===== config.mk =====
export PLATFORM = sky130hd
export DESIGN_NAME = pra_read_address
export DESIGN_NICKNAME = d
export VERILOG_FILES = /design/src/common/pra_pkg.sv /design/src/pra_read_address.sv
export SDC_FILE = /design/constraint.sdc
export NUM_CORES = 1
export LEC_CHECK = 0
export BUFFER_PORTS_ARGS = -buffer_cell sky130_fd_sc_hd__buf_2
export CORE_MARGIN = 3
export CORE_UTILIZATION = 40
export CTS_BUF_LIST = sky130_fd_sc_hd__clkbuf_4 sky130_fd_sc_hd__clkbuf_8
export CTS_CLUSTER_SIZE = 30
export DETAILED_ROUTE_END_ITERATION = 16
export PLACE_DENSITY_LB_ADDON = 0.1
export SLEW_MARGIN = 20
export SYNTH_ARGS = -nofsm -noshare
export SYNTH_HDL_FRONTEND = slang
export SYNTH_SLANG_ARGS = --single-unit

===== constraint.sdc =====
create_clock -name clk -period 1.77 [get_ports clk]
set_input_delay 0.177 -clock clk [delete_from_list [all_inputs] [get_ports clk]]
set_output_delay 0.177 -clock clk [all_outputs]
set_load 0.02 [all_outputs]

===== src/common/pra_pkg.sv =====
package pra_pkg;
   localparam logic [11:0] ADDR_READ_TARGET = 12'h000;
   localparam logic [11:0] ADDR_PORT_CONTROL_LOW = 12'h004;
   localparam logic [11:0] ADDR_PORT_CONTROL_HIGH = 12'h008;
   localparam logic [11:0] ADDR_BUS_STATUS = 12'h00C;
   localparam int CS_TWO_BIT = 15;
   localparam int CS_ONE_BIT = 14;
   localparam int LOW_ADDR_MSB = 13;
   localparam int CSF_LSB = 6;
   localparam int DUAL_BUF_BIT = 1;
   localparam logic [15:0] READ_TARGET_RESET = 16'h0000;
   localparam logic [15:0] PORT_CONTROL_LOW_RESET = 16'h0000;
   localparam logic [15:0] PORT_CONTROL_HIGH_RESET = 16'h0000;
   // chip-select function codes
   localparam logic [1:0] CSF_ADDRESS = 2'h0;
   localparam logic [1:0] CSF_CS_TWO_ONLY = 2'h1;
   localparam logic [1:0] CSF_CS_BOTH = 2'h2;
   localparam logic [1:0] CSF_RESERVED = 2'h3;
endpackage


===== src/pra_read_address.sv =====
`timescale 1ns/1ps
module pra_read_address (
   // clock and reset
   input wire logic clk,
   input wire logic srst,
   // apb slave
   input wire logic psel,
   input wire logic penable,
   input wire logic pwrite,
   input wire logic [11:0] paddr,
   input wire logic [31:0] pwdata,
   output logic [31:0] prdata,
   output logic pready,
   output logic pslverr,
   // read cycle request from the port sequencer
   input wire logic readCycle,
   // parallel bus outputs
   output logic [15:0] busAddress,
   output logic readChipSelectOne,
   output logic readChipSelectTwo,
   output logic readTargetActive
);
   logic [15:0] readTargetAddress;
   logic [15:0] portControlLow;
   logic [15:0] portControlHigh;
   logic readCycleMeta;
   logic readCycleSync;

   wire logic setupPhase = psel & ~penable;
   wire logic accessDone = psel & penable & pready;
   wire logic hitTarget = (paddr == pra_pkg::ADDR_READ_TARGET);
   wire logic hitLow = (paddr == pra_pkg::ADDR_PORT_CONTROL_LOW);
   wire logic hitHigh = (paddr == pra_pkg::ADDR_PORT_CONTROL_HIGH);
   wire logic hitStatus = (paddr == pra_pkg::ADDR_BUS_STATUS);
   wire logic mapped = hitTarget | hitLow | hitHigh | hitStatus;
   wire logic doWrite = accessDone & pwrite & ~pslverr;
   wire logic [1:0] csFunction = portControlLow[pra_pkg::CSF_LSB +: 2];
   wire logic dualBuffer = portControlHigh[pra_pkg::DUAL_BUF_BIT];
   wire logic csTwoUsed = (csFunction == pra_pkg::CSF_CS_TWO_ONLY)
      | (csFunction == pra_pkg::CSF_CS_BOTH);
   wire logic csOneUsed = (csFunction == pra_pkg::CSF_CS_BOTH);
   wire logic useTarget = dualBuffer & readCycleSync;
   wire logic [15:0] next_busAddress = {
      csTwoUsed ? 1'b0 : readTargetAddress[pra_pkg::CS_TWO_BIT],
      csOneUsed ? 1'b0 : readTargetAddress[pra_pkg::CS_ONE_BIT],
      readTargetAddress[pra_pkg::LOW_ADDR_MSB:0]};
   wire logic [31:0] readMux = hitTarget ? {16'h0000, readTargetAddress}
      : hitLow ? {16'h0000, portControlLow}
      : hitHigh ? {16'h0000, portControlHigh}
      : hitStatus ? {29'h00000000, readCycleSync, csOneUsed, csTwoUsed}
      : 32'h00000000;

   // registers, reset to zero so no chip select is driven
   always_ff @(posedge clk) begin
      if (srst) begin
         readTargetAddress <= pra_pkg::READ_TARGET_RESET;
         portControlLow <= pra_pkg::PORT_CONTROL_LOW_RESET;
         portControlHigh <= pra_pkg::PORT_CONTROL_HIGH_RESET;
      end else if (doWrite) begin
         if (hitTarget) readTargetAddress <= pwdata[15:0];
         if (hitLow) portControlLow <= pwdata[15:0];
         if (hitHigh) portControlHigh <= pwdata[15:0];
      end
   end

   // apb answer: no wait state, ready in first access phase cycle
   always_ff @(posedge clk) begin
      if (srst) begin
         pready <= 1'b0;
         pslverr <= 1'b0;
         prdata <= 32'h00000000;
      end else begin
         pready <= setupPhase;
         pslverr <= setupPhase & (~mapped | (pwrite & hitStatus));
         if (setupPhase & ~pwrite) prdata <= readMux;
      end
   end

   // sequencer strobe synchroniser
   always_ff @(posedge clk) begin
      if (srst) begin
         readCycleMeta <= 1'b0;
         readCycleSync <= 1'b0;
      end else begin
         readCycleMeta <= readCycle;
         readCycleSync <= readCycleMeta;
      end
   end

   // parallel bus outputs, idle when unused
   always_ff @(posedge clk) begin
      if (srst) begin
         busAddress <= 16'h0000;
         readChipSelectOne <= 1'b0;
         readChipSelectTwo <= 1'b0;
         readTargetActive <= 1'b0;
      end else begin
         readTargetActive <= useTarget;
         busAddress <= useTarget ? next_busAddress : 16'h0000;
         readChipSelectTwo <= useTarget & csTwoUsed
            & readTargetAddress[pra_pkg::CS_TWO_BIT];
         readChipSelectOne <= useTarget & csOneUsed
            & readTargetAddress[pra_pkg::CS_ONE_BIT];
      end
   end

   a_cs_two_gate: assert property (@(posedge clk) disable iff (srst)
      readChipSelectTwo |-> $past(dualBuffer) && $past(csTwoUsed))
      else $error("chip select two active without assignment");
   a_cs_one_gate: assert property (@(posedge clk) disable iff (srst)
      readChipSelectOne |-> $past(csFunction) == pra_pkg::CSF_CS_BOTH)
      else $error("chip select one active without assignment");
   a_low_address: assert property (@(posedge clk) disable iff (srst)
      readTargetActive |-> busAddress[13:0] == $past(readTargetAddress[13:0]))
      else $error("low address lines differ from register");
   a_upper_addr_mode: assert property (@(posedge clk) disable iff (srst)
      readTargetActive && $past(csFunction) == pra_pkg::CSF_ADDRESS
      |-> busAddress[15:14] == $past(readTargetAddress[15:14]))
      else $error("upper address bits not driven in address mode");
   a_dual_buffer_off: assert property (@(posedge clk) disable iff (srst)
      !$past(dualBuffer) |-> !readTargetActive && busAddress == 16'h0000)
      else $error("register used while dual buffer off");
   a_reset_clear: assert property (@(posedge clk)
      $past(srst) |-> readTargetAddress == 16'h0000 && !readChipSelectOne)
      else $error("register not cleared by reset");
   a_write_store: assert property (@(posedge clk) disable iff (srst)
      doWrite && hitTarget |=> readTargetAddress == $past(pwdata[15:0]))
      else $error("write did not store");
   a_cs_bit_follow: assert property (@(posedge clk) disable iff (srst)
      useTarget && csTwoUsed && readTargetAddress[15] |=> readChipSelectTwo)
      else $error("chip select two not driven");
endmodule // pra_read_address


======== Yosys cells after proc, flatten, opt, wreduce, memory -nomap -nowiden ========
Index checks and enable logic that the tools add are counted.
storage, ports and cells
  register bits after elaboration ......... 103
  bits of input ports ..................... 50
  output and inout bits ................... 53
  word-level logic and storage cells ...... 53
cells by class
  equal/unequal tests ..................... 5
  mux-type cells .......................... 4
  bitwise gates (word level) .............. 23
  reduce and logical (&&, ||, !) cells .... 7
operator list
  cell                                                  number
  2-to-1 mux 16 bit                                     3
  equality test 12 x 4 -> 1 bit, second input constant  2
  bitwise AND 1 bit                                     13
  equality test 12 x 3 -> 1 bit, second input constant  1
  zero test 12 bit                                      1
  AND reduction 2 bit                                   3
  OR reduction 3 bit                                    2
  NOT 1 bit                                             5
  bitwise OR 1 bit                                      5
  2-to-1 mux 3 bit                                      1
  equality test 2 x 1 -> 1 bit, second input constant   1
  equality test 2 bit, second input constant            1
  OR reduction 2 bit                                    1

======== Depth between registers and ports, before layout ========
Gate-level depths: netlist of run 1.
  word-level depth ........................ 7
  gate-level depth with buffers ........... 7
  depth with buffers taken out ............ 5

======== Least setup slack after synthesis of run 1 ========
OpenSTA, ideal clock, no wires.
  kind .................................... input port to flip-flop
  start ................................... input paddr[9]
  end ..................................... register readTargetAddress[10]
  arrival time ............................ 1.655 ns
  path slack .............................. 0.043 ns
  stages on the path ...................... 6
  path buffers ............................ 2
  cells stage by stage .................... or4_4 -> nor4_4 -> and3_1 -> buf_2 -> buf_6 -> mux2i_1
between the ends
  longest elaborated chain between the ends .. 2
RTL lines
  item                           RTL line                source
  start, declared                pra_read_address.sv:10  input wire logic [11:0] paddr,
  zero test 12 bit               pra_read_address.sv:31  wire logic hitTarget = (paddr == pra_pkg::ADDR_READ_TARGET);
  AND reduction 2 bit (no line)  --
  end signal, assigned           pra_read_address.sv:56  readTargetAddress <= pra_pkg::READ_TARGET_RESET;
  end signal, assigned           pra_read_address.sv:60  if (hitTarget) readTargetAddress <= pwdata[15:0];
  end, declared                  pra_read_address.sv:23  logic [15:0] readTargetAddress;
Every way passes these cells.
A chain may end at the register's enable or synchronous reset.

======== Worst setup path after layout of run 1 ========
  start ................................... register portControlLow[6]
  end ..................................... register prdata[0]
between the ends
  longest elaborated chain between the ends .. 6
RTL lines
  item                                                                 RTL line                                        source
  start, declared                                                      pra_read_address.sv:24                          logic [15:0] portControlLow;
  start signal, assigned                                               pra_read_address.sv:57                          portControlLow <= pra_pkg::PORT_CONTROL_LOW_RESET;
  start signal, assigned                                               pra_read_address.sv:61                          if (hitLow) portControlLow <= pwdata[15:0];
  equality test 2 x 1 -> 1 bit or equality test 2 bit (tied branches)  pra_read_address.sv:39, pra_read_address.sv:40
  bitwise OR 1 bit *                                                   pra_read_address.sv:40                          | (csFunction == pra_pkg::CSF_CS_BOTH);
  2-to-1 mux 3 bit *                                                   pra_read_address.sv:50                          : hitStatus ? {29'h00000000, readCycleSync, csOneUsed, csTwoUsed}
  2-to-1 mux 16 bit *                                                  pra_read_address.sv:49                          : hitHigh ? {16'h0000, portControlHigh}
  2-to-1 mux 16 bit *                                                  pra_read_address.sv:48                          : hitLow ? {16'h0000, portControlLow}
  2-to-1 mux 16 bit *                                                  pra_read_address.sv:47                          wire logic [31:0] readMux = hitTarget ? {16'h0000, readTargetAddress}
  end signal, assigned                                                 pra_read_address.sv:75                          if (setupPhase & ~pwrite) prdata <= readMux;
  end, declared                                                        pra_read_address.sv:12                          output logic [31:0] prdata,
Every way passes the cells marked *; elsewhere a longest branch is shown, timed or not.

==> flow_summary.ini, run 1 <==
[run_status]
run_status = complete, no violations

[route]
drt_iter0_markers = 137
num_vias = 2592
wl_per_cell_um = 15.0
totalWireLength_mm = 8.12
viasPerCell = 4.79
detailed_router_iteration_count_before_antenna_repair = 4
ant_nets = 0
route.detailed.drc = 0

[cts]
cts_buffers = 9
clock_tree_from_tritoncts = done
cts_setup_buffers = 0
clk_pin_slew_worst_paths_ns = 0.09
htree_levels = 3
clockRootBuffer = clkbuf_8
cts.sink_count = 87
holdBufCountCts = 0
clock_insertion_delay_worst_skew_ns = 0.34
clockBufferDepth = 2
post_cts_resize_count = 0

[global_route]
global_route.overflow_total = 0
track_usage_pct = 16.0
grt_max_degree = 52
vias_in_the_first_global_route = 2534
grt_first_pass_wirelength_mm = 12.9
antenna_violations_before_repair = 0

[synth]
yosys.cell_types.count = 30
post_synth.cell_area_avg_um2 = 10.6
synth_area_leader = dfxtp_1
synth.cell_area_um2 = 3750
synth.area.top_cells = dfxtp_1 (46%), mux2i_1 (16%), nand2b_1 (13%)
synthesized_netlist_cell_count = 355
synth-warning-count = 0
seq_area_frac_synth_pct = 46.4
number_of_storage_elements_in_the_synthesis_netlist = 87
synth_top_area_share_pct = 46.4

[worst_setup_path]
worstSetupStartpointType = flip-flop
setup.worst_path.start = portControlLow[6]
critical-path-slowest-cell = mux4_2
crit_path_max_incr_delay_ns = 0.46
cp.depth = 5
setup.reg_to_reg.worst_slack_ns = 0.21
cp_common_cell = inv_1
worstPathMaxFanout = 3
timing.critical_path.to = prdata[0]
worst_r2r_startpoint = portControlLow[6]
timing.rr.end = prdata[0]
timing.critical_path.required_ns = 2.01
cp_data_arrival_time_ns = 1.80
critical_path.cell_chain = inv_1 > ha_1 > inv_1 > mux4_2 > a32o_1
worst_setup_path_end_kind = flip-flop
timing.critical_path.max_delay_family = multiplexers
worstRegToRegCells = 5
worst-path-buf-inv = 2
criticalPathCategory = flip-flop to flip-flop

[placement]
buffer_ports.inserted = 70
routabilityCongestion = 0.717
post-place-cells = 525
place_hpwl_mm = 5.60

[floorplanning]
core_region_area_um2 = 8930
design.portCount = 103
initial_utilization_pct = 42.0
chipHeight_um = 103
fp.dieW_um = 103
rows = 34
die_area_um2 = 10600

[timing]
rsz0062_at_grt = no
timing.final.crit_period_ns = 1.56
slew_at_the_pin_with_the_worst_max_slew_slack_ns = 0.614
max_freq_ghz = 0.639
timing.final.crit_share_pct = 88.4
clock-skew-final_ns = 0.00785
timing.setup.tns_ns = 0
final-setup-viol-count = 0
hold_violations_final = 0
fin_worst_hold_slack_ns = 0.0393
slew_headroom_pct = 58.9
final_max_slew_viol_count = 0

[power]
switching_portion_of_total_power_pct = 24.4
p_int_mw = 2.77
p_total_mw = 3.67
power_frac_seq_pct = 54.1
power_leakage_nw = 2.10
power_per_cell_area_nw_per_um2 = 831
power.share.clock_pct = 38.9
p_sw_mw = 0.894
share_comb_of_total_power_pct = 7.0
vdd_ir_drop_max_mv = 0.511

[layout]
final_common_cell = dfxtp_1
syn_to_final_growth_pct = 17.8
antennaDiodeCount = 0
multi_input_comb_area_um2 = 1790
final_layout_size_suffix_gt1_share_pct = 25.6
final_nets = 479
seq_area_um2 = 1740
num-fill-cells = 864
layout_common_cells = dfxtp_1 (87), nand2b_1 (78), buf_2 (70)
number_of_non_filler_instances_in_the_completed_layout = 541

[job]
maxCapViolCount = 0

[hold_path]
min_delay_path_class = input port to flip-flop
## cell families after synthesis
group / after synthesis / share of synthesized area, %
other: 1 / 0.100
adder cells (fa/ha/maj): 1 / 0.334
multiplexers: 64 / 18.1
AND/OR/NAND/NOR: 116 / 20.4
flip-flops: 87 / 46.4
AO/OA/AOI/OAI: 43 / 7.44
buffers and inverters: 43 / 7.21
## worst min path at each step
stage / from / to / slack (ns) / cells after the start
floorplan: readCycle / readCycleMeta / 0.31 / 1
CTS: readCycle / readCycleMeta / 0.02 / 2
detailed placement: readCycle / readCycleMeta / 0.40 / 2
finish: readCycle / readCycleMeta / 0.04 / 2
global route: readCycle / readCycleMeta / 0.03 / 2
global placement: readCycle / readCycleMeta / 0.39 / 2
## routing by layer
layer	share of wire, %	vias to the layer above	GRT usage [%]
met5	0	-	0
met4	1.0	0	5.38
met3	4.0	7	3.04
met2	42	62	23.8
met1	53	1207	23.3
li1	-	1316	-
## power groups by stage
stage | registers [mW] | clock network, mW | logic, mW
finish | 1.98 | 1.43 | 0.259
global route | 1.99 | 1.55 | 0.284
CTS | 1.98 | 1.48 | 0.259
detailed placement | 2.03 | 0 | 0.259
global placement | 2.03 | 0 | 0.257
floorplan | 2.05 | 0 | 0.176
## synth_stat cells (all sizes together)
| library cell | number |
|---|---|
| o2bb2ai | 13 |
| nand4b | 1 |
| buf | 27 |
| nand2b | 78 |
| a32o | 3 |
| conb | 1 |
| clkbuf | 13 |
| nor2 | 5 |
| nor4 | 1 |
| inv | 3 |
| and2 | 14 |
| or4 | 2 |
| nor2b | 4 |
| mux2i | 61 |
| nand4 | 1 |
| a21oi | 27 |
| nand2 | 2 |
| dfxtp | 87 |
| nand3 | 2 |
| and3 | 4 |
| or3b | 2 |
| ha | 1 |
| mux4 | 3 |
## area by class of cell
class / instances / share of cell area, %
inverter: 3 / 0.255
multi-input combinational: 240 / 40.6
clock buffer: 10 / 3.12
sequential: 87 / 39.4
timing repair buffer: 87 / 12.0
tap: 108 / 3.06
clock inverter: 6 / 1.56
## through the flow
step	util (%)	setup slack [ns]	instance area (um2)
after global placement	47.1	-0.0929	4210
after detailed placement	47.1	-0.117	4210
final	49.4	0.206	4420
after floorplan	-	0.0430	3810
after CTS	49.4	0.194	4420
after global routing	49.4	0.122	4420
## state kept, by name, indices dropped and copies added, names as in the netlist
name and flops:
prdata 16, readChipSelectTwo 1, pready 1, portControlHigh 16
readCycleMeta 1, readTargetAddress 16, pslverr 1, readChipSelectOne 1
busAddress 16, readCycleSync 1, readTargetActive 1, portControlLow 16
Power figures use the tool's default switching activity.
==> inputs of run 2 (changes only) <==
BUFFER_PORTS_ARGS = not set   (was -buffer_cell sky130_fd_sc_hd__buf_2)
DONT_BUFFER_PORTS = 1   (was not set)
==> flow_summary.ini, run 2 (synthesized netlist as in run 1, its figures left out) <==
[timing]
slew_at_the_pin_with_the_worst_max_slew_slack_ns = 0.955
timing.setup.tns_ns = 0
clock-skew-final_ns = 0.0114
final-setup-viol-count = 0
max_freq_ghz = 0.640
fin_worst_hold_slack_ns = 0.0122
hold_violations_final = 0
timing.final.crit_period_ns = 1.56
final_max_slew_viol_count = 0
slew_headroom_pct = 36.1
timing.final.crit_share_pct = 88.3
rsz0062_at_grt = no

[worst_setup_path]
worstPathMaxFanout = 3
cp_data_arrival_time_ns = 1.81
critical-path-slowest-cell = mux4_2
critical_path.cell_chain = inv_1 > ha_1 > inv_1 > mux4_2 > a32o_1
timing.critical_path.max_delay_family = multiplexers
criticalPathCategory = flip-flop to flip-flop
worst-path-buf-inv = 2
timing.critical_path.required_ns = 2.02
worst_setup_path_end_kind = flip-flop
cp_common_cell = inv_1
setup.reg_to_reg.worst_slack_ns = 0.21
worstSetupStartpointType = flip-flop
crit_path_max_incr_delay_ns = 0.45

[route]
totalWireLength_mm = 8.09
drt_iter0_markers = 75
detailed_router_iteration_count_before_antenna_repair = 4
met2RoutedLength_mm = 3.46
viasPerCell = 4.97
detail_route.wirelength.met1_mm = 4.03
route.met3.wl_um = 481
wl_per_cell_um = 17.0
ant_nets = 0
route.detailed.drc = 0
top_layer_used = met4
num_vias = 2363

[placement]
place_hpwl_mm = 5.21
routabilityCongestion = 0.702
buffer_ports.inserted = 0

[layout]
final_layout_size_suffix_gt1_share_pct = 10.6
num-fill-cells = 868
core_util_final_pct = 46.4
layout_common_cells = dfxtp_1 (87), nand2b_1 (78), mux2i_1 (61)
antennaDiodeCount = 0
final_common_cell = dfxtp_1
final_nets = 413
syn_to_final_growth_pct = 10.6

[cts]
clockRootBuffer = clkbuf_8
clock_tree_from_tritoncts = done
cts_buffers = 9
clock_insertion_delay_worst_skew_ns = 0.35
htree_levels = 3
clockBufferDepth = 2
clk_pin_slew_worst_paths_ns = 0.09
cts.sink_count = 87
post_cts_resize_count = 0

[power]
power_per_cell_area_nw_per_um2 = 938
vdd_ir_drop_max_mv = 0.371
power_leakage_nw = 1.80
p_sw_mw = 0.857
power_frac_seq_pct = 51.6
share_comb_of_total_power_pct = 4.1
switching_portion_of_total_power_pct = 22.0
power.share.clock_pct = 44.3
p_int_mw = 3.03

[hold_path]
min_delay_path_class = input port to flip-flop

[floorplanning]
design.portCount = 103
chipHeight_um = 103
die_area_um2 = 10600
rows = 34
core_region_area_um2 = 8930
initial_utilization_pct = 42.0
fp.dieW_um = 103

[global_route]
global_route.overflow_total = 0
track_usage_pct = 15.8
grt_first_pass_wirelength_mm = 12.5
grt_max_degree = 53
vias_in_the_first_global_route = 2351
antenna_violations_before_repair = 0

[run_status]
run_status = complete, no violations

[job]
maxCapViolCount = 0
## run 2: changes by cell type in the layout (fill, tap and decap cells not counted)
| cell | change |
|---|---|
| inv_8 | +1 |
| buf_2 | -70 |
| clkinvlp_4 | +1 |
| bufinv_16 | +2 |
| buf_12 | -1 |
| buf_4 | -1 |
| dlygate4sd3_1 | +6 |
| inv_6 | -1 |
| clkinv_2 | -1 |
| clkinv_4 | -2 |
## run 2: stage by stage
stage	area (um2)	cells	total power, mW	worst slack (ns)
5_1_grt	4150	475	4.05	0.109
2_1_floorplan	3810	370	2.23	0.0430
3_3_place_gp	3830	453	2.19	-0.0208
3_5_place_dp	3830	453	2.19	-0.0649
6_report	4150	475	3.89	0.208
4_1_cts	4140	474	3.92	0.206
## run 2: power groups by stage
stage | Sequential [mW] | Combinational, mW | Clock [mW]
2_1_floorplan | 2.05 | 0.176 | 0
3_3_place_gp | 2.05 | 0.138 | 0
6_report | 2.01 | 0.161 | 1.72
5_1_grt | 2.01 | 0.176 | 1.86
3_5_place_dp | 2.05 | 0.139 | 0
4_1_cts | 2.01 | 0.160 | 1.76
## run 2: path summary, 6_finish.rpt
| check | start | end | cells past startpoint |
|---|---|---|---|
| worst max-delay path | portControlLow[6] | prdata[0] | 5 |
| worst min-delay path | srst | prdata[13] | 2 |
| worst max register to register | portControlLow[6] | prdata[0] | 5 |
| worst min register to register | readCycleMeta | readCycleSync | 1 |
## run 2: layer usage
metal  vias to the layer above  global-route usage, %
li1                       1189                      -
met1                      1100                   22.7
met2                        64                   23.0
met3                        10                   3.65
met4                         0                   5.68
met5                         -                      0
## run 2: cell type report
type	count	area, um2	share of cell area [%]
Inverter	3	11.3	0.272
Tap cell	108	135	3.26
Timing Repair Buffer	21	210	5.07
Clock inverter	6	116	2.81
Sequential cell	87	1740	42.0
Clock buffer	10	138	3.32
Multi-Input combinational cell	240	1790	43.3
## run 2: worst reg2reg max path: cells and delay by family, from the launching register on
| family | cells | cell delay (ns) |
|---|---|---|
| muxes | 1 | 0.45 |
| AOI/OAI and AO/OA | 1 | 0.26 |
| adders and majority gates | 1 | 0.28 |
| DFF | 1 | 0.36 |
| buffers and inverters | 2 | 0.10 |
## run 2: what timing repair did
item,CTS,global route
hold buffers,5,1
endpoints found under the setup margin,0,0
buffers inserted,0,0
endpoints found under the hold margin,28,3
==> inputs of run 3 (changes only) <==
ABC_CLOCK_PERIOD_IN_PS = 1770   (was not set)
CORE_UTILIZATION = 25   (was 40)
==> flow_summary.ini, run 3 (synthesized netlist as in run 1, its figures left out) <==
[layout]
final_common_cell = dfxtp_1
final_layout_size_suffix_gt1_share_pct = 10.5
final_nets = 409
syn_to_final_growth_pct = 12.3
antennaDiodeCount = 0
fin_area_um2 = 4210
number_of_non_filler_instances_in_the_completed_layout = 547
layout_common_cells = dfxtp_1 (87), nand2b_1 (78), mux2i_1 (61)

[worst_setup_path]
timing.rr.end = prdata[0]
criticalPathCategory = flip-flop to flip-flop
worst_setup_path_end_kind = flip-flop
worstRegToRegCells = 5
worstPathMaxFanout = 3
worstSetupStartpointType = flip-flop
setup.reg_to_reg.worst_slack_ns = 0.15
worst_r2r_startpoint = portControlLow[6]
timing.critical_path.required_ns = 2.03
cp_data_arrival_time_ns = 1.88

[hold_path]
min_delay_path_class = input port to flip-flop
hold_path_startpoint = pwdata[10]
worst_hold_path.endpoint = portControlLow[10]
hold_path_depth = 2

[timing]
final-setup-viol-count = 0
setup_ws_ns = 0.152
max_freq_ghz = 0.618
slew_at_the_pin_with_the_worst_max_slew_slack_ns = 0.510
clock-skew-final_ns = 0.00434
rsz0062_at_grt = no
timing.final.crit_share_pct = 91.4
slew_headroom_pct = 66.0
timing.final.crit_period_ns = 1.62
final_max_slew_viol_count = 0
fin_worst_hold_slack_ns = 0.0295
hold_violations_final = 0

[placement]
total_placed_instance_area_um2 = 3910
place_hpwl_mm = 6.08
detailedPlace.worstSlack_ns = -0.0303
routabilityCongestion = 0.681
buffer_ports.inserted = 0
post-place-cells = 527

[cts]
post_cts_resize_count = 0
cts_buffers = 9
clockBufferDepth = 2
cts_setup_buffers = 0
clock_insertion_delay_worst_skew_ns = 0.36
clk_pin_slew_worst_paths_ns = 0.08
clock_tree_from_tritoncts = done
htree_levels = 3
holdBufCountCts = 4
cts.sink_count = 87
clockRootBuffer = clkbuf_8

[route]
drt_iter0_markers = 107
totalWireLength_mm = 9.50
viasPerCell = 4.37
detailed_router_iteration_count_before_antenna_repair = 4
route.detailed.drc = 0
ant_nets = 0
wl_per_cell_um = 17.4
num_vias = 2392

[floorplanning]
die_area_um2 = 16500
rows = 44
design.portCount = 103
initial_utilization_pct = 25.7
core_region_area_um2 = 14600
chipHeight_um = 128
fp.dieW_um = 128

[global_route]
grt_first_pass_wirelength_mm = 14.4
track_usage_pct = 11.7
vias_in_the_first_global_route = 2385
antenna_violations_before_repair = 0
global_route.overflow_total = 0
grt_max_degree = 64

[power]
p_total_mw = 3.90
vdd_ir_drop_max_mv = 0.371
power_per_cell_area_nw_per_um2 = 926
power_leakage_nw = 1.79

[run_status]
run_status = complete, no violations

[job]
maxCapViolCount = 0
[run 3: cell types whose count changed in the layout (fill, tap and decap cells not counted), sizes merged]
cell	delta
clkbuf	+3
dlygate4sd3	-3
clkinvlp	-2
buf	-1
inv	-1
[run 3: cell type report]
cell class | instances | area (um2)
fillers | 1501 | 10400
multi-input cells | 240 | 1790
flip-flops and latches | 87 | 1740
well taps | 184 | 230
repair buffers | 17 | 185
clock buffers | 13 | 160
clock inverters | 3 | 90.1
inverters | 3 | 11.3
[run 3: how the worst max path moves through the flow]
stage | endpoint | depth (start not counted) | startpoint
2_1_floorplan | readTargetAddress[10] | 6 | paddr[9]
3_3_place_gp | readTargetAddress[11] | 5 | paddr[9]
3_5_place_dp | readTargetAddress[9] | 5 | paddr[9]
4_1_cts | prdata[0] | 5 | portControlLow[6]
5_1_grt | prdata[0] | 5 | portControlLow[6]
6_report | prdata[0] | 5 | portControlLow[6]
[run 3: metal layers]
metal | track usage [%] | routed length (um)
met5 | 0 | 0
met1 | 16.1 | 4730
met3 | 2.78 | 447
met4 | 5.62 | 164
met2 | 17.4 | 4150
[run 3: power breakdown]
part	internal [mW]	leakage (nW)	switching, mW	total, mW
combinational	0.0703	0.956	0.0964	0.167
clock	1.03	0.128	0.704	1.73
sequential	1.97	0.703	0.0313	2.01
total	3.07	1.79	0.832	3.90
[run 3: per-stage QoR]
step / setup TNS, ns / util (%)
3_5_place_dp: -0.119 / 26.8
5_1_grt: 0 / 28.9
6_report: 0 / 28.9
3_3_place_gp: 0 / 26.8
4_1_cts: 0 / 28.9
2_1_floorplan: 0 / -
[run 3: critical path, cell delays in order, from the launching register on]
cell and delay [ns]:
dfxtp_1 0.38, inv_1 0.06, ha_1 0.28, inv_1 0.07, mux4_2 0.47, a32o_1 0.26
